$ cat config.mk
export PLATFORM = sky130hd
export DESIGN_NAME = alarm_dialer_sequencer
export DESIGN_NICKNAME = d
export VERILOG_FILES = /design/src/dialer_pkg.sv /design/src/digit_if.sv /design/src/digit_gen.sv /design/src/prio_buffer.sv /design/src/alarm_dialer_sequencer.sv
export SDC_FILE = /design/constraint.sdc
export NUM_CORES = 1
export LEC_CHECK = 0
export BUFFER_PORTS_ARGS = -buffer_cell sky130_fd_sc_hd__buf_2
export CAP_MARGIN = 0
export CORE_MARGIN = 3
export CORE_UTILIZATION = 52
export DETAILED_ROUTE_END_ITERATION = 12
export GPL_TIMING_DRIVEN = 0
export PLACE_DENSITY = 0.75
export SLEW_MARGIN = 15
export SYNTH_ARGS = -nofsm -noshare
export SYNTH_HDL_FRONTEND = slang
export SYNTH_SLANG_ARGS = --single-unit
export TNS_END_PERCENT = 100
$ cat constraint.sdc
create_clock -name core_clk -period 5.3 [get_ports core_clk]
set_input_delay 1.06 -clock core_clk [delete_from_list [all_inputs] [get_ports core_clk]]
set_output_delay 1.06 -clock core_clk [all_outputs]
set_load 0.01 [all_outputs]
$ cat src/dialer_pkg.sv
// constants, formats, message layout and states of the alarm dialer sequencer
// assumes a single 25 MHz core clock and a synchronous active-high reset
package dialer_pkg;
	localparam int          CLK_HZ         = 25_000_000;
	localparam int          MS_PER_S       = 1000;
	localparam int          S_PER_MIN      = 60;
	localparam int          ONHOOK_S       = 3;
	localparam int          HANDSHAKE_S    = 40;
	localparam int          PULSE_BREAK_MS = 60;
	localparam int          PULSE_MAKE_MS  = 40;
	localparam int          INTERDIGIT_MS  = 700;
	localparam int          TONE_ON_MS     = 100;
	localparam int          TONE_OFF_MS    = 100;
	localparam int          FLASH_MS       = 125;
	localparam int          PREFER_TRIES   = 2;
	localparam int          NUM_DIGITS     = 16;
	localparam logic [3:0]  END_DIGIT      = 4'hF;
	localparam logic [7:0]  CR_CHAR        = 8'h0D;
	localparam logic [7:0]  SPACE_CHAR     = 8'h20;
	localparam logic [5:0]  LEN_THREE_ONE  = 6'h04;
	localparam logic [5:0]  LEN_FOUR_TWO   = 6'h06;
	localparam logic [5:0]  LEN_EVENT      = 6'h08;
	localparam logic [5:0]  LEN_TEXT       = 6'h06;
	localparam logic [5:0]  LEN_PAGE       = 6'h3C;
	localparam logic [11:0] TEST_NORMAL    = 12'h602;
	localparam logic [11:0] TEST_ABNORMAL  = 12'h608;
	localparam logic [3:0]  TEST_PRIO      = 4'h0;

	typedef enum logic [2:0] {
		FMT_EVENT     = 3'h0,
		FMT_TEXT      = 3'h1,
		FMT_THREE_ONE = 3'h2,
		FMT_FOUR_TWO  = 3'h3,
		FMT_PAGE      = 3'h4
	} format_type;

	typedef struct packed {
		logic [3:0]  prio;
		logic [11:0] code;
		logic [7:0]  part;
		logic [11:0] unit;
	} msg_type;

	typedef enum logic [9:0] {
		ST_IDLE      = 10'h001,
		ST_SEIZE     = 10'h002,
		ST_DIALTONE  = 10'h004,
		ST_DIAL      = 10'h008,
		ST_HANDSHAKE = 10'h010,
		ST_SEND      = 10'h020,
		ST_WAITACK   = 10'h040,
		ST_SHUTDOWN  = 10'h080,
		ST_BACKOFF   = 10'h100,
		ST_EXHAUSTED = 10'h200
	} state_type;

	typedef enum logic [3:0] {
		DG_IDLE  = 4'h1,
		DG_BREAK = 4'h2,
		DG_MAKE  = 4'h4,
		DG_GAP   = 4'h8
	} dig_state_type;
endpackage

$ cat src/digit_if.sv
// handshake between the call sequencer and the digit signalling generator
// assumes both ends on core_clk
`timescale 1ns/1ps
`default_nettype none
interface digit_if;
	logic       start;
	logic [3:0] digit;
	logic       pulseMode;
	logic       msTick;
	logic       busy;
	logic       pulseBreak;
	logic       toneOn;
	logic [3:0] toneDigit;
	modport seq (output start, digit, pulseMode, msTick,
		input busy, pulseBreak, toneOn, toneDigit);
	modport gen (input start, digit, pulseMode, msTick,
		output busy, pulseBreak, toneOn, toneDigit);
endinterface
`default_nettype wire

$ cat src/digit_gen.sv
// one-digit pulse or tone signalling generator
// assumes a millisecond tick from the sequencer
`timescale 1ns/1ps
`default_nettype none
module digit_gen (
	// clock and reset
	input  wire logic core_clk,
	input  wire logic rst,
	// sequencer side
	digit_if.gen      dg
);
	dialer_pkg::dig_state_type state;
	logic [9:0] msCnt;
	logic [3:0] left;
	wire        isPulse  = (state == dialer_pkg::DG_BREAK) || (state == dialer_pkg::DG_MAKE);
	wire [9:0]  phaseLen = (state == dialer_pkg::DG_BREAK) ? 10'(dialer_pkg::PULSE_BREAK_MS) :
		(state == dialer_pkg::DG_MAKE) ? 10'(dialer_pkg::PULSE_MAKE_MS) :
		dg.toneOn ? 10'(dialer_pkg::TONE_ON_MS) :
		dg.pulseMode ? 10'(dialer_pkg::INTERDIGIT_MS) : 10'(dialer_pkg::TONE_OFF_MS);
	wire        phaseEnd = dg.msTick && (msCnt + 10'h001 >= phaseLen);

	always_ff @(posedge core_clk) begin
		if (rst) begin
			state         <= dialer_pkg::DG_IDLE;
			msCnt         <= 10'h000;
			left          <= 4'h0;
			dg.busy       <= 1'b0;
			dg.pulseBreak <= 1'b0;
			dg.toneOn     <= 1'b0;
			dg.toneDigit  <= 4'h0;
		end else begin
			msCnt <= phaseEnd ? 10'h000 : (dg.msTick ? msCnt + 10'h001 : msCnt);
			case (state)
				dialer_pkg::DG_IDLE: begin
					if (dg.start) begin
						dg.busy      <= 1'b1;
						msCnt        <= 10'h000;
						left         <= (dg.digit == 4'h0) ? 4'hA : dg.digit;
						dg.toneDigit <= dg.digit;
						dg.pulseBreak <= dg.pulseMode;
						dg.toneOn     <= !dg.pulseMode;
						state <= dg.pulseMode ? dialer_pkg::DG_BREAK : dialer_pkg::DG_GAP;
					end
				end
				dialer_pkg::DG_BREAK: begin
					if (phaseEnd) begin
						dg.pulseBreak <= 1'b0;
						left          <= left - 4'h1;
						state         <= dialer_pkg::DG_MAKE;
					end
				end
				dialer_pkg::DG_MAKE: begin
					if (phaseEnd) begin
						dg.pulseBreak <= (left != 4'h0);
						state <= (left != 4'h0) ? dialer_pkg::DG_BREAK : dialer_pkg::DG_GAP;
					end
				end
				default: begin
					if (phaseEnd && dg.toneOn)
						dg.toneOn <= 1'b0;
					else if (phaseEnd) begin
						dg.busy <= 1'b0;
						state   <= dialer_pkg::DG_IDLE;
					end
				end
			endcase
			if (isPulse && dg.toneOn)
				dg.toneOn <= 1'b0;
		end
	end
endmodule
`default_nettype wire

$ cat src/prio_buffer.sv
// two-entry message buffer; read side always offers the higher priority entry
// assumes writer and reader on core_clk
`timescale 1ns/1ps
`default_nettype none
module prio_buffer #(
	parameter int WIDTH = 36,
	parameter int PRIO_W = 4
) (
	// clock and reset
	input  wire logic             core_clk,
	input  wire logic             rst,
	// fill side
	input  wire logic             inValid,
	output logic                  inReady,
	input  wire logic [WIDTH-1:0] inData,
	// drain side
	output logic                  outValid,
	input  wire logic             outReady,
	output logic [WIDTH-1:0]      outData
);
	initial begin
		if (PRIO_W > WIDTH) $error("priority field wider than entry");
	end
	logic [WIDTH-1:0] slot [2];
	logic [1:0]       used;
	wire pickOne  = used[1] && (!used[0] ||
		slot[1][WIDTH-1 -: PRIO_W] > slot[0][WIDTH-1 -: PRIO_W]);
	wire doWrite  = inValid && inReady;
	wire doRead   = outValid && outReady;
	wire writeOne = used[0] && !(doRead && !pickOne);
	wire [1:0] clr = doRead ? (pickOne ? 2'b10 : 2'b01) : 2'b00;
	wire [1:0] set = doWrite ? (writeOne ? 2'b10 : 2'b01) : 2'b00;
	wire [1:0] next_used = (used & ~clr) | set;
	assign outValid = |used;
	assign outData  = pickOne ? slot[1] : slot[0];

	always_ff @(posedge core_clk) begin
		if (rst) begin
			used    <= 2'b00;
			inReady <= 1'b0;
		end else begin
			used    <= next_used;
			inReady <= !(&next_used);
		end
		if (doWrite)
			slot[writeOne ? 1 : 0] <= inData;
	end
endmodule
`default_nettype wire

$ cat src/alarm_dialer_sequencer.sv
// call sequencer: line seizure, dialing, handshake, message sending, retries
// assumes line sense pins asynchronous; modem and host on core_clk
`timescale 1ns/1ps
`default_nettype none
module alarm_dialer_sequencer #(
	parameter int MS_CYCLES = dialer_pkg::CLK_HZ / dialer_pkg::MS_PER_S
) (
	// clock and reset
	input  wire logic        core_clk,
	input  wire logic        rst,
	// configuration
	input  wire logic        twoLines,
	input  wire logic        pulseDial,
	input  wire logic        blindDial,
	input  wire logic [2:0]  txFormat,
	input  wire logic [7:0]  maxAttempts,
	input  wire logic [7:0]  dialToneSec,
	input  wire logic [15:0] waitSec,
	input  wire logic [16:0] testMinutes,
	input  wire logic [3:0]  abnormalMask,
	input  wire logic [15:0] accountNum,
	input  wire logic [7:0]  userId,
	input  wire logic        accountEnable,
	input  wire logic [63:0] primaryNumber,
	input  wire logic [63:0] secondaryNumber,
	// system state from host
	input  wire logic [3:0]  systemState,
	// event messages from host
	input  wire logic        eventValid,
	output logic             eventReady,
	input  wire logic [35:0] eventData,
	// line sense pins
	input  wire logic [1:0]  lineInUse,
	input  wire logic [1:0]  lineVoltage,
	input  wire logic        dialTone,
	// modem side
	input  wire logic        handshake,
	input  wire logic [2:0]  handshakeFormat,
	input  wire logic        msgAck,
	input  wire logic        shutdown,
	output logic             txValid,
	input  wire logic        txReady,
	output logic [7:0]       txData,
	// line drive
	output logic [1:0]       offHook,
	output logic             toneOn,
	output logic [3:0]       toneDigit,
	// indicators and status
	output logic             line_one_indicator,
	output logic             line_two_indicator,
	output logic             trouble,
	output logic [1:0]       lineFault,
	output logic             callActive
);
	initial begin
		if (MS_CYCLES < 1) $error("MS_CYCLES must be at least one");
	end

	// ==============================================
	// input synchronisers
	logic [4:0] syncA;
	logic [4:0] syncB;
	always_ff @(posedge core_clk) begin
		syncA <= {dialTone, lineVoltage, lineInUse};
		syncB <= syncA;
	end
	wire       toneS  = syncB[4];
	wire [1:0] voltS  = syncB[3:2];
	wire [1:0] inUseS = syncB[1:0];

	// ==============================================
	// time base
	logic [$clog2(MS_CYCLES+1)-1:0] cycCnt;
	logic [9:0]  msCnt;
	logic [5:0]  secOfMin;
	logic [6:0]  flashCnt;
	logic        flash;
	logic        msTick;
	logic        secTick;
	logic [15:0] secs;
	logic [16:0] minCnt;
	wire msWrap  = (cycCnt == ($bits(cycCnt))'(MS_CYCLES - 1));
	wire secWrap = msWrap && (msCnt == 10'(dialer_pkg::MS_PER_S - 1));
	wire minWrap = secWrap && (secOfMin == 6'(dialer_pkg::S_PER_MIN - 1));
	always_ff @(posedge core_clk) begin
		if (rst) begin
			cycCnt   <= '0;
			msCnt    <= 10'h000;
			secOfMin <= 6'h00;
			flashCnt <= 7'h00;
			flash    <= 1'b0;
			msTick   <= 1'b0;
			secTick  <= 1'b0;
		end else begin
			cycCnt   <= msWrap ? '0 : cycCnt + 1'b1;
			msCnt    <= secWrap ? 10'h000 : (msWrap ? msCnt + 10'h001 : msCnt);
			secOfMin <= minWrap ? 6'h00 : (secWrap ? secOfMin + 6'h01 : secOfMin);
			msTick   <= msWrap;
			secTick  <= secWrap;
			if (msWrap) begin
				flashCnt <= (flashCnt == 7'(dialer_pkg::FLASH_MS - 1)) ? 7'h00 : flashCnt + 7'h01;
				if (flashCnt == 7'(dialer_pkg::FLASH_MS - 1))
					flash <= !flash;
			end
		end
	end

	// ==============================================
	// periodic test message
	logic testPending;
	wire abnormal = |(systemState & abnormalMask);
	wire [35:0] testMsg = {dialer_pkg::TEST_PRIO,
		abnormal ? dialer_pkg::TEST_ABNORMAL : dialer_pkg::TEST_NORMAL, 8'h00, 12'h000};
	wire hostIn = eventValid && accountEnable;
	wire bufInValid = hostIn || testPending;
	wire bufReady;
	wire newEvent = hostIn && bufReady;
	always_ff @(posedge core_clk) begin
		if (rst) begin
			minCnt      <= 17'h00000;
			testPending <= 1'b0;
		end else begin
			if (minWrap && testMinutes != 17'h00000) begin
				minCnt <= (minCnt + 17'h00001 >= testMinutes) ? 17'h00000 : minCnt + 17'h00001;
				if (minCnt + 17'h00001 >= testMinutes)
					testPending <= 1'b1;
			end else if (testPending && !hostIn && bufReady)
				testPending <= 1'b0;
		end
	end

	// ==============================================
	// message buffer
	logic  popMsg;
	wire   msgValid;
	wire [35:0] msgRaw;
	prio_buffer #(.WIDTH(36), .PRIO_W(4)) queue (
		.core_clk (core_clk),
		.rst      (rst),
		.inValid  (bufInValid),
		.inReady  (bufReady),
		.inData   (hostIn ? eventData : testMsg),
		.outValid (msgValid),
		.outReady (popMsg),
		.outData  (msgRaw)
	);
	dialer_pkg::msg_type msg;
	assign msg = msgRaw;

	// ==============================================
	// digit generator
	digit_if dg ();
	digit_gen digits (
		.core_clk (core_clk),
		.rst      (rst),
		.dg       (dg.gen)
	);
	assign dg.msTick    = msTick;
	assign dg.pulseMode = pulseDial;

	// ==============================================
	// message symbols
	function automatic logic [7:0] hexc(input logic [3:0] n);
		return (n < 4'hA) ? {4'h3, n} : (8'h37 + {4'h0, n});
	endfunction
	logic [5:0] symIdx;
	wire  [2:0] fmt = txFormat;
	wire  [5:0] msgLen = (fmt == dialer_pkg::FMT_THREE_ONE) ? dialer_pkg::LEN_THREE_ONE :
		(fmt == dialer_pkg::FMT_FOUR_TWO) ? dialer_pkg::LEN_FOUR_TWO :
		(fmt == dialer_pkg::FMT_PAGE) ? dialer_pkg::LEN_PAGE :
		(fmt == dialer_pkg::FMT_TEXT) ? dialer_pkg::LEN_TEXT : dialer_pkg::LEN_EVENT;
	wire [31:0] eventSyms = {msg.code, msg.part, msg.unit};
	wire [23:0] textSyms  = {msg.code, msg.unit};
	wire [23:0] pageSyms  = {msg.code, msg.unit};
	wire [3:0]  evNib   = eventSyms[5'(7 - symIdx[2:0]) * 4 +: 4];
	wire [3:0]  txNib   = textSyms[5'(5 - symIdx[2:0]) * 4 +: 4];
	wire [3:0]  pgNib   = (symIdx < 6'h09) ? pageSyms[5'(8 - symIdx) * 4 +: 4] : 4'h0;
	wire [3:0]  acctNib = accountNum[5'(3 - symIdx[1:0]) * 4 +: 4];
	wire [7:0]  symbol =
		(fmt == dialer_pkg::FMT_THREE_ONE) ?
			hexc((symIdx == 6'h03) ? msg.code[3:0] : accountNum[5'(2 - symIdx[1:0]) * 4 +: 4]) :
		(fmt == dialer_pkg::FMT_FOUR_TWO) ?
			hexc((symIdx == 6'h04) ? msg.code[7:4] : (symIdx == 6'h05) ? msg.code[3:0] : acctNib) :
		(fmt == dialer_pkg::FMT_PAGE) ?
			((symIdx < 6'h02) ? hexc(symIdx[0] ? userId[3:0] : userId[7:4]) :
			(symIdx == 6'h02) ? dialer_pkg::CR_CHAR :
			(symIdx < 6'h09) ? hexc(pgNib) : dialer_pkg::SPACE_CHAR) :
		(fmt == dialer_pkg::FMT_TEXT) ? hexc(txNib) :
		hexc(evNib);

	// ==============================================
	// call sequencer
	dialer_pkg::state_type state;
	logic [7:0] attempts;
	logic       lineSel;
	logic       startLine;
	logic       singleShot;
	logic [3:0] digIdx;
	logic       digLaunched;
	logic       offHookCmd;
	wire  [6:0] pair = attempts[7:1];
	wire        numSel = twoLines ? pair[1] : attempts[2];
	wire [63:0] number = numSel ? secondaryNumber : primaryNumber;
	wire  [3:0] curDigit = number[63 - 4 * digIdx -: 4];
	wire        preferLine = twoLines && inUseS[0] && !inUseS[1];
	wire        nextLine = !twoLines ? 1'b0 :
		(attempts < 8'(dialer_pkg::PREFER_TRIES)) ? preferLine : startLine ^ pair[0];
	wire        lastTry = singleShot || (attempts + 8'h01 >= maxAttempts);
	wire        hsMatch = handshake && (handshakeFormat == txFormat);
	wire        digDone = digLaunched && !dg.busy && !dg.start;
	wire        txFire = txValid && txReady;
	logic       fail;
	always_comb begin
		fail = 1'b0;
		if (state == dialer_pkg::ST_DIALTONE && secTick && secs + 16'h0001 >= {8'h00, dialToneSec})
			fail = 1'b1;
		if ((state == dialer_pkg::ST_HANDSHAKE || state == dialer_pkg::ST_WAITACK) && secTick &&
			secs + 16'h0001 >= 16'(dialer_pkg::HANDSHAKE_S))
			fail = 1'b1;
	end

	always_ff @(posedge core_clk) begin
		if (rst) begin
			state       <= dialer_pkg::ST_IDLE;
			attempts    <= 8'h00;
			lineSel     <= 1'b0;
			startLine   <= 1'b0;
			singleShot  <= 1'b0;
			secs        <= 16'h0000;
			digIdx      <= 4'h0;
			digLaunched <= 1'b0;
			dg.start    <= 1'b0;
			dg.digit    <= 4'h0;
			offHookCmd  <= 1'b0;
			symIdx      <= 6'h00;
			txValid     <= 1'b0;
			txData      <= 8'h00;
			popMsg      <= 1'b0;
			trouble     <= 1'b0;
		end else begin
			secs     <= secTick ? secs + 16'h0001 : secs;
			dg.start <= 1'b0;
			popMsg   <= 1'b0;
			trouble  <= 1'b0;
			if (fail) begin
				offHookCmd <= 1'b0;
				secs       <= 16'h0000;
				txValid    <= 1'b0;
				attempts   <= lastTry ? attempts : attempts + 8'h01;
				singleShot <= 1'b0;
				trouble    <= lastTry && !singleShot;
				state      <= lastTry ? dialer_pkg::ST_EXHAUSTED : dialer_pkg::ST_BACKOFF;
			end else case (state)
				dialer_pkg::ST_IDLE: begin
					if (msgValid) begin
						lineSel   <= nextLine;
						startLine <= nextLine;
						secs      <= 16'h0000;
						state     <= dialer_pkg::ST_SEIZE;
					end
				end
				dialer_pkg::ST_SEIZE: begin
					if (secTick && secs >= 16'(dialer_pkg::ONHOOK_S)) begin
						offHookCmd  <= 1'b1;
						secs        <= 16'h0000;
						digIdx      <= 4'h0;
						digLaunched <= 1'b0;
						state <= blindDial ? dialer_pkg::ST_DIAL : dialer_pkg::ST_DIALTONE;
					end
				end
				dialer_pkg::ST_DIALTONE: begin
					if (toneS)
						state <= dialer_pkg::ST_DIAL;
				end
				dialer_pkg::ST_DIAL: begin
					if (!digLaunched && curDigit != dialer_pkg::END_DIGIT) begin
						dg.start    <= 1'b1;
						dg.digit    <= curDigit;
						digLaunched <= 1'b1;
					end else if (!digLaunched || digDone) begin
						digLaunched <= 1'b0;
						digIdx      <= digIdx + 4'h1;
						if (!digLaunched || digIdx == 4'(dialer_pkg::NUM_DIGITS - 1)) begin
							secs  <= 16'h0000;
							state <= dialer_pkg::ST_HANDSHAKE;
						end
					end
				end
				dialer_pkg::ST_HANDSHAKE: begin
					if (hsMatch) begin
						symIdx <= 6'h00;
						state  <= dialer_pkg::ST_SEND;
					end
				end
				dialer_pkg::ST_SEND: begin
					if (!txValid && msgValid) begin
						txValid <= 1'b1;
						txData  <= symbol;
					end else if (txFire) begin
						txValid <= 1'b0;
						symIdx  <= symIdx + 6'h01;
						if (symIdx + 6'h01 >= msgLen) begin
							secs  <= 16'h0000;
							state <= dialer_pkg::ST_WAITACK;
						end
					end else if (!txValid)
						state <= dialer_pkg::ST_SHUTDOWN;
				end
				dialer_pkg::ST_WAITACK: begin
					if (msgAck && !popMsg) begin
						popMsg <= 1'b1;
						symIdx <= 6'h00;
						secs   <= 16'h0000;
					end else if (popMsg)
						state <= dialer_pkg::ST_SEND;
				end
				dialer_pkg::ST_SHUTDOWN: begin
					if (shutdown) begin
						offHookCmd <= 1'b0;
						attempts   <= 8'h00;
						singleShot <= 1'b0;
						lineSel    <= 1'b0;
						state      <= dialer_pkg::ST_IDLE;
					end
				end
				dialer_pkg::ST_BACKOFF: begin
					if (secTick && secs + 16'h0001 >= waitSec) begin
						lineSel <= nextLine;
						secs    <= 16'h0000;
						state   <= dialer_pkg::ST_SEIZE;
					end
				end
				default: begin
					// new event restarts, each timer expiry retries one single attempt
					if (newEvent) begin
						attempts <= 8'h00;
						state    <= dialer_pkg::ST_IDLE;
					end else if (secTick && secs + 16'h0001 >= waitSec) begin
						singleShot <= 1'b1;
						lineSel    <= nextLine;
						secs       <= 16'h0000;
						state      <= dialer_pkg::ST_SEIZE;
					end
				end
			endcase
		end
	end

	// ==============================================
	// registered line drive, indicators, supervision
	wire lit    = offHookCmd && (state != dialer_pkg::ST_SEND) && (state != dialer_pkg::ST_WAITACK);
	wire indOn  = lit || (offHookCmd && flash);
	always_ff @(posedge core_clk) begin
		if (rst) begin
			offHook            <= 2'b00;
			toneOn             <= 1'b0;
			toneDigit          <= 4'h0;
			line_one_indicator <= 1'b0;
			line_two_indicator <= 1'b0;
			lineFault          <= 2'b00;
			callActive         <= 1'b0;
			eventReady         <= 1'b0;
		end else begin
			offHook[0] <= offHookCmd && !lineSel && !dg.pulseBreak;
			offHook[1] <= offHookCmd && lineSel && !dg.pulseBreak;
			toneOn     <= dg.toneOn;
			toneDigit  <= dg.toneDigit;
			line_one_indicator <= indOn && !lineSel;
			line_two_indicator <= indOn && lineSel;
			lineFault[0] <= !voltS[0] && !(offHookCmd && !lineSel);
			lineFault[1] <= twoLines && !voltS[1] && !(offHookCmd && lineSel);
			callActive <= (state != dialer_pkg::ST_IDLE) && (state != dialer_pkg::ST_EXHAUSTED);
			eventReady <= bufReady;
		end
	end
endmodule
`default_nettype wire

==> flow_summary.json, run 1 <==
{
  "drc": 0,
  "worstPathArrival_ns": 5.23,
  "port_buffers": 287,
  "hold_slack_ns": 0.327,
  "antenna_found_initial": 4,
  "fmax_ghz": 0.208,
  "cts.sinks": 246,
  "synth-simple-area-share_pct": 21.2,
  "synth_compound_gate_area_share_pct": 15.4,
  "hold_start": "syncA[0]$_DFF_P_",
  "synth_cell_types": 102,
  "ys_dominant_reg_cell": "dfxtp_1",
  "power.total_mw": 4.66,
  "vias_per_cell": 5.97,
  "ys_warn_count": 0,
  "worst_pin_slew_ns": 1.14,
  "avgSynthCellArea_um2": 9.09,
  "cts_resized": 0,
  "whs_path_depth": 0,
  "nNetsFinal": 2473,
  "place.gp.congestion": 0.964,
  "relSlewSlack_pct": 22.7,
  "dp.cells": 2484,
  "ctsHoldBuffers": 0,
  "synth_edf_count": 72,
  "vias": 15100,
  "crit_chain": "clkbuf_1 > clkbuf_1 > inv_1 > ha_1 > mux4_2 > and2_1 > a41oi_1 > ha_1 > inv_1 > o311a_1 > or4_1 > a211oi_1 > nand2_1",
  "wl_um": 48000,
  "muxShareOfSynthArea_pct": 10.5,
  "period_minus_slack_ns": 4.80,
  "reg2reg_slack_ns": 0.50,
  "synth_top_family_by_area": "simple AND/OR/NAND/NOR gates",
  "overflow": 0,
  "hp-class": "reg2reg",
  "status": "finished clean",
  "setup_viol": 0,
  "async_flop_share_pct": 0,
  "r2r_cells": 13,
  "grt_start_max_net_pins": 20,
  "r2r-start": "symIdx[1]$_SDFFE_PP0P_",
  "wire_per_inst_um": 18.9,
  "rsz0062_at_grt": "no",
  "first_pass_iters": 5,
  "drv_slew": 0,
  "synth_nets": 2156,
  "worstSetupPathType": "reg2reg",
  "critPathCaptureType": "flip-flop",
  "coreArea_um2": 30800,
  "synthXorXnorAreaFrac_pct": 6.80,
  "p_per_area_nw_per_um2": 241,
  "ys_ff_latch": 246,
  "r2r-end": "txData[2]$_SDFFE_PP0P_",
  "syn-cell-area_um2": 16400,
  "p_leak_nw": 8.14,
  "cts_max_path_buffers": 3,
  "cts_made_buffers": 27,
  "design_area_um2": 19300,
  "setup_ws_ns": 0.503,
  "cts_tree": "done",
  "io_pins": 290,
  "cts_root_buffer": "clkbuf_16",
  "fin_cells": 2534,
  "ant_nets": 0,
  "synthToLayoutAreaGrowth_pct": 18.1,
  "cts_max_level": 1,
  "placed_area_um2": 18400,
  "die_w_um": 183,
  "cts.clk_slew.worst_paths_ns": 0.06,
  "period_share_pct": 90.5,
  "cp-start-kind": "flip-flop",
  "dieArea_um2": 33600,
  "grt_pass1_wl_um": 74400,
  "hold_end": "syncB[0]$_DFF_P_",
  "syn-instance-count": 1799,
  "crit_family": "buffers and inverters",
  "rows": 64,
  "ys_seq_area_share_pct": 34.5,
  "cpMaxStageDelayCell": "ha_1",
  "max_stage_delay_ns": 0.65,
  "dp_worst_setup_slack_ns": 0.431,
  "yosys.area_share.adder_pct": 6.88,
  "finalHoldViolations": 0,
  "fillers": 2610,
  "drt_iter0_drc": 1281,
  "grt_usage_pct": 27.3,
  "cap_viol_max_count": 0,
  "finalClockSkew_ns": 0.0170,
  "initial_utilization_pct": 53.1,
  "insertion_delay_ns": 0.56,
  "peakVddDrop_mv": 0.286,
  "grt_pass1_vias": 14200,
  "dpl.hpwl_um": 38200,
  "worst-path-buf-inv": 4,
  "crit_fanout": 10,
  "die_h_um": 183,
  "cp.required_ns": 5.73,
  "drive_above_1_share_pct": 21.7,
  "postCtsSetupBuffers": 0
}
## synthesized netlist by cell type, drive strengths merged, types with 25 or more instances
library cell | number | area (um2)
xnor2 | 44 | 385
edfxtp | 72 | 2160
nor2b | 25 | 156
a21oi | 67 | 339
nand3 | 57 | 285
and3 | 58 | 363
nand2 | 173 | 649
ha | 90 | 1130
xor2 | 83 | 727
o21ai | 65 | 333
inv | 97 | 364
mux2i | 38 | 380
clkbuf | 54 | 205
buf | 30 | 189
nor2 | 186 | 703
nor3 | 40 | 210
mux4 | 54 | 1220
dfxtp | 174 | 3480
nand4 | 29 | 188
## report_power, final
part           total (mW)  switching, mW  internal (mW)
clock network        1.96          0.787           1.18
registers            2.00         0.0293           1.97
logic               0.689          0.403          0.286
total                4.66           1.22           3.44
## final cells by class
type                            count  area (um2)  share of cell area (%)
Tap cell                          396         495                    2.57
Inverter                           99         372                    1.92
Multi-Input combinational cell   1370        9970                    51.6
Clock buffer                       37         774                    4.01
Clock inverter                     13         169                   0.875
Sequential cell                   246        5650                    29.2
Antenna cell                        1        2.50                  0.0130
Timing Repair Buffer              289        1490                    7.72
Buffer                             83         390                    2.02
## stage by stage
step                util, %  TNS [ns]
floorplan                 -         0
global placement       59.3    -40.21
detailed placement     59.6         0
CTS                    62.6         0
global route           62.6         0
finish                 62.6         0
## placed cells by master, fill, tap and decap left out, types with 23 or more instances in the layout
cell | netlist | final
buf_2 | 13 | 300
inv_1 | 95 | 95
nor2_1 | 184 | 184
nor3_1 | 38 | 38
mux2i_1 | 38 | 38
and3_1 | 58 | 58
clkbuf_1 | 52 | 54
nand3_1 | 57 | 57
o21ai_0 | 56 | 56
xor2_1 | 83 | 83
clkbuf_16 | 0 | 27
nand2_1 | 173 | 173
a21oi_1 | 66 | 65
and2_1 | 23 | 23
mux4_2 | 54 | 54
nand2b_1 | 23 | 23
nand4_1 | 28 | 28
ha_1 | 90 | 90
edfxtp_1 | 72 | 72
nor2b_1 | 25 | 25
xnor2_1 | 44 | 44
dfxtp_1 | 174 | 174
## registers in the layout (all words and copies together) (netlist names), 5 cells and up
name	flops
minCnt	17
state	10
secOfMin	6
txData	7
queue.slot	72
flashCnt	7
msCnt	10
syncB	5
secs	16
syncA	5
digits.msCnt	10
attempts	8
cycCnt	15
symIdx	6
## metal layers
metal | up-vias | wire length, um | GRT usage [%]
li1 | 7234 | - | -
met1 | 7216 | 21200 | 38.4
met2 | 561 | 21900 | 42.8
met3 | 115 | 3410 | 5.24
met4 | 6 | 1470 | 8.35
met5 | - | 45 | 0
## worst max-delay path by stage
stage | from | endpoint | slack, ns | depth (start not counted)
after floorplan | queue.slot[1][33]$_DFFE_PP_ | queue.slot[0][0]$_DFFE_PP_ | 0.45 | 8
after global placement | queue.slot[1][33]$_DFFE_PP_ | queue.slot[0][4]$_DFFE_PP_ | -1.12 | 8
after detailed placement | symIdx[1]$_SDFFE_PP0P_ | txData[2]$_SDFFE_PP0P_ | 0.43 | 14
after global routing | symIdx[1]$_SDFFE_PP0P_ | txData[2]$_SDFFE_PP0P_ | 0.17 | 13
after CTS | symIdx[1]$_SDFFE_PP0P_ | txData[2]$_SDFFE_PP0P_ | 0.38 | 14
final | symIdx[1]$_SDFFE_PP0P_ | txData[2]$_SDFFE_PP0P_ | 0.50 | 13
## kinds of logic (layout without fill, tap and decap cells)
| logic type | after synthesis | after routing |
|---|---|---|
| buffers and inverters | 183 | 521 |
| DFF | 246 | 246 |
| adders and majority gates | 90 | 90 |
| AOI/OAI and AO/OA | 355 | 355 |
| and+or+nand+nor | 694 | 694 |
| muxes | 103 | 103 |
| xor gates and xnor gates | 127 | 127 |
| other | 1 | 2 |
Note: power is estimated with default switching activity, not from simulation.
==> run 2, diff against run 1 <==
--- a/config.mk
+++ b/config.mk
@@ -12,6 +12,7 @@
 export DETAILED_ROUTE_END_ITERATION = 12
 export GPL_TIMING_DRIVEN = 0
 export PLACE_DENSITY = 0.75
+export RECOVER_POWER = 50
 export SLEW_MARGIN = 15
 export SYNTH_ARGS = -nofsm -noshare
 export SYNTH_HDL_FRONTEND = slang
==> flow_summary.json, run 2 (same netlist as run 1, synthesis figures left out) <==
{
  "status": "complete, but fails checks",
  "violations": "capacitance limit, slew limit",
  "cts_max_path_buffers": 3,
  "dieArea_um2": 33600,
  "top_regs": "queue.slot (72), minCnt (17), secs (16)",
  "die_h_um": 183,
  "cts_max_level": 1,
  "first_pass_iters": 5,
  "crit_family": "buffers and inverters",
  "cts_resized": 0,
  "worstSetupPathType": "reg2reg",
  "ctsHoldBuffers": 0,
  "drt_iter0_drc": 1327,
  "antenna_found_initial": 4,
  "hp-class": "reg2reg",
  "relSlewSlack_pct": -38.2,
  "grt_pass1_vias": 14200,
  "die_w_um": 183,
  "cts_made_buffers": 27,
  "crit_chain": "clkbuf_1 > clkbuf_1 > inv_1 > ha_1 > mux4_2 > and2_1 > a41oi_1 > ha_1 > inv_1 > o311a_1 > or4_1 > a211oi_1 > nand2_1",
  "hold_start": "syncA[0]$_DFF_P_",
  "cpMaxStageDelayCell": "ha_1",
  "cts.clk_slew.worst_paths_ns": 0.06,
  "critPathCaptureType": "flip-flop",
  "vias": 15100,
  "insertion_delay_ns": 0.56,
  "io_pins": 290,
  "layout_common_cells": "buf_2 (273), nor2_1 (185), dfxtp_1 (174)",
  "peakVddDrop_mv": 0.287,
  "finalClockSkew_ns": 0.0193,
  "finalHoldViolations": 0,
  "cp.required_ns": 5.73,
  "hold_slack_ns": 0.327,
  "cp-start-kind": "flip-flop",
  "r2r-start": "symIdx[1]$_SDFFE_PP0P_",
  "cp-startpoint": "symIdx[1]$_SDFFE_PP0P_",
  "overflow": 0,
  "synthToLayoutAreaGrowth_pct": 17.8,
  "cts.sinks": 246,
  "vias_per_cell": 5.97,
  "period_minus_slack_ns": 4.86,
  "worst_pin_slew_ns": 2.07,
  "reg2reg_slack_ns": 0.44,
  "largest_reg_flops": 72,
  "period_share_pct": 91.8,
  "coreArea_um2": 30800,
  "nNetsFinal": 2473,
  "largest_register": "queue.slot",
  "drv_slew": 19,
  "initial_utilization_pct": 53.1,
  "final_common_cell": "buf_2",
  "cts_tree": "done",
  "fmax_ghz": 0.206,
  "max_stage_delay_ns": 0.66,
  "rsz0062_at_grt": "no",
  "port_buffers": 287,
  "setup_viol": 0,
  "dpl.hpwl_um": 38200,
  "place.gp.congestion": 0.964,
  "cap_viol_max_count": 1,
  "cts_root_buffer": "clkbuf_16",
  "worstPathArrival_ns": 5.29,
  "ant_nets": 0,
  "grt_start_max_net_pins": 20,
  "rows": 64,
  "crit_fanout": 10,
  "drive_above_1_share_pct": 20.3,
  "power.total_mw": 4.65,
  "wire_per_inst_um": 19.0,
  "drc": 0,
  "wl_um": 48100,
  "worst-path-buf-inv": 4,
  "p_per_area_nw_per_um2": 242,
  "p_leak_nw": 8.03,
  "grt_pass1_wl_um": 74400,
  "grt_usage_pct": 27.3
}
==> run 2: stage by stage <==
step                      cells  setup WS (ns)  area (um2)  setup TNS [ns]  utilization [%]
after CTS                  2534          0.384       19300               0             62.6
final                      2534          0.436       19300               0             62.5
after detailed placement   2484          0.431       18400               0             59.6
after global routing       2534          0.169       19300               0             62.5
after floorplan            1799          0.448       16400               0                -
after global placement     2482          -1.12       18300          -40.21             59.3
==> run 2: layout make-up <==
class | count | area, um2
repair buffers | 289 | 1460
flip-flops and latches | 246 | 5650
inverters | 99 | 372
fillers | 2626 | 11600
diodes | 1 | 2.50
plain buffers | 83 | 387
multi-input cells | 1370 | 9950
well taps | 396 | 495
clock buffers | 37 | 774
clock inverters | 13 | 169
==> run 2: path summary, 6_finish.rpt <==
kind,end,cells past startpoint
worst max-delay path,txData[2]$_SDFFE_PP0P_,13
worst min-delay path,syncB[0]$_DFF_P_,0
worst max register to register,txData[2]$_SDFFE_PP0P_,13
worst min register to register,syncB[0]$_DFF_P_,0
==> run 2: repair_timing <==
item | in CTS | in global routing
hold endpoints to repair | 0 | 0
buffers inserted | 0 | 0
setup endpoints to repair | 0 | 1
==> run 2: layer usage <==
metal,up-vias,global-route usage (%),routed length [um]
li1,7213,-,-
met1,7218,38.4,21300
met2,566,42.8,21800
met3,125,5.24,3310
met4,6,8.35,1540
met5,-,0,45
==> run 2: report_power, final <==
group	switching, mW	internal, mW
combinational	0.404	0.284
clock	0.786	1.18
sequential	0.0286	1.97
total	1.22	3.43
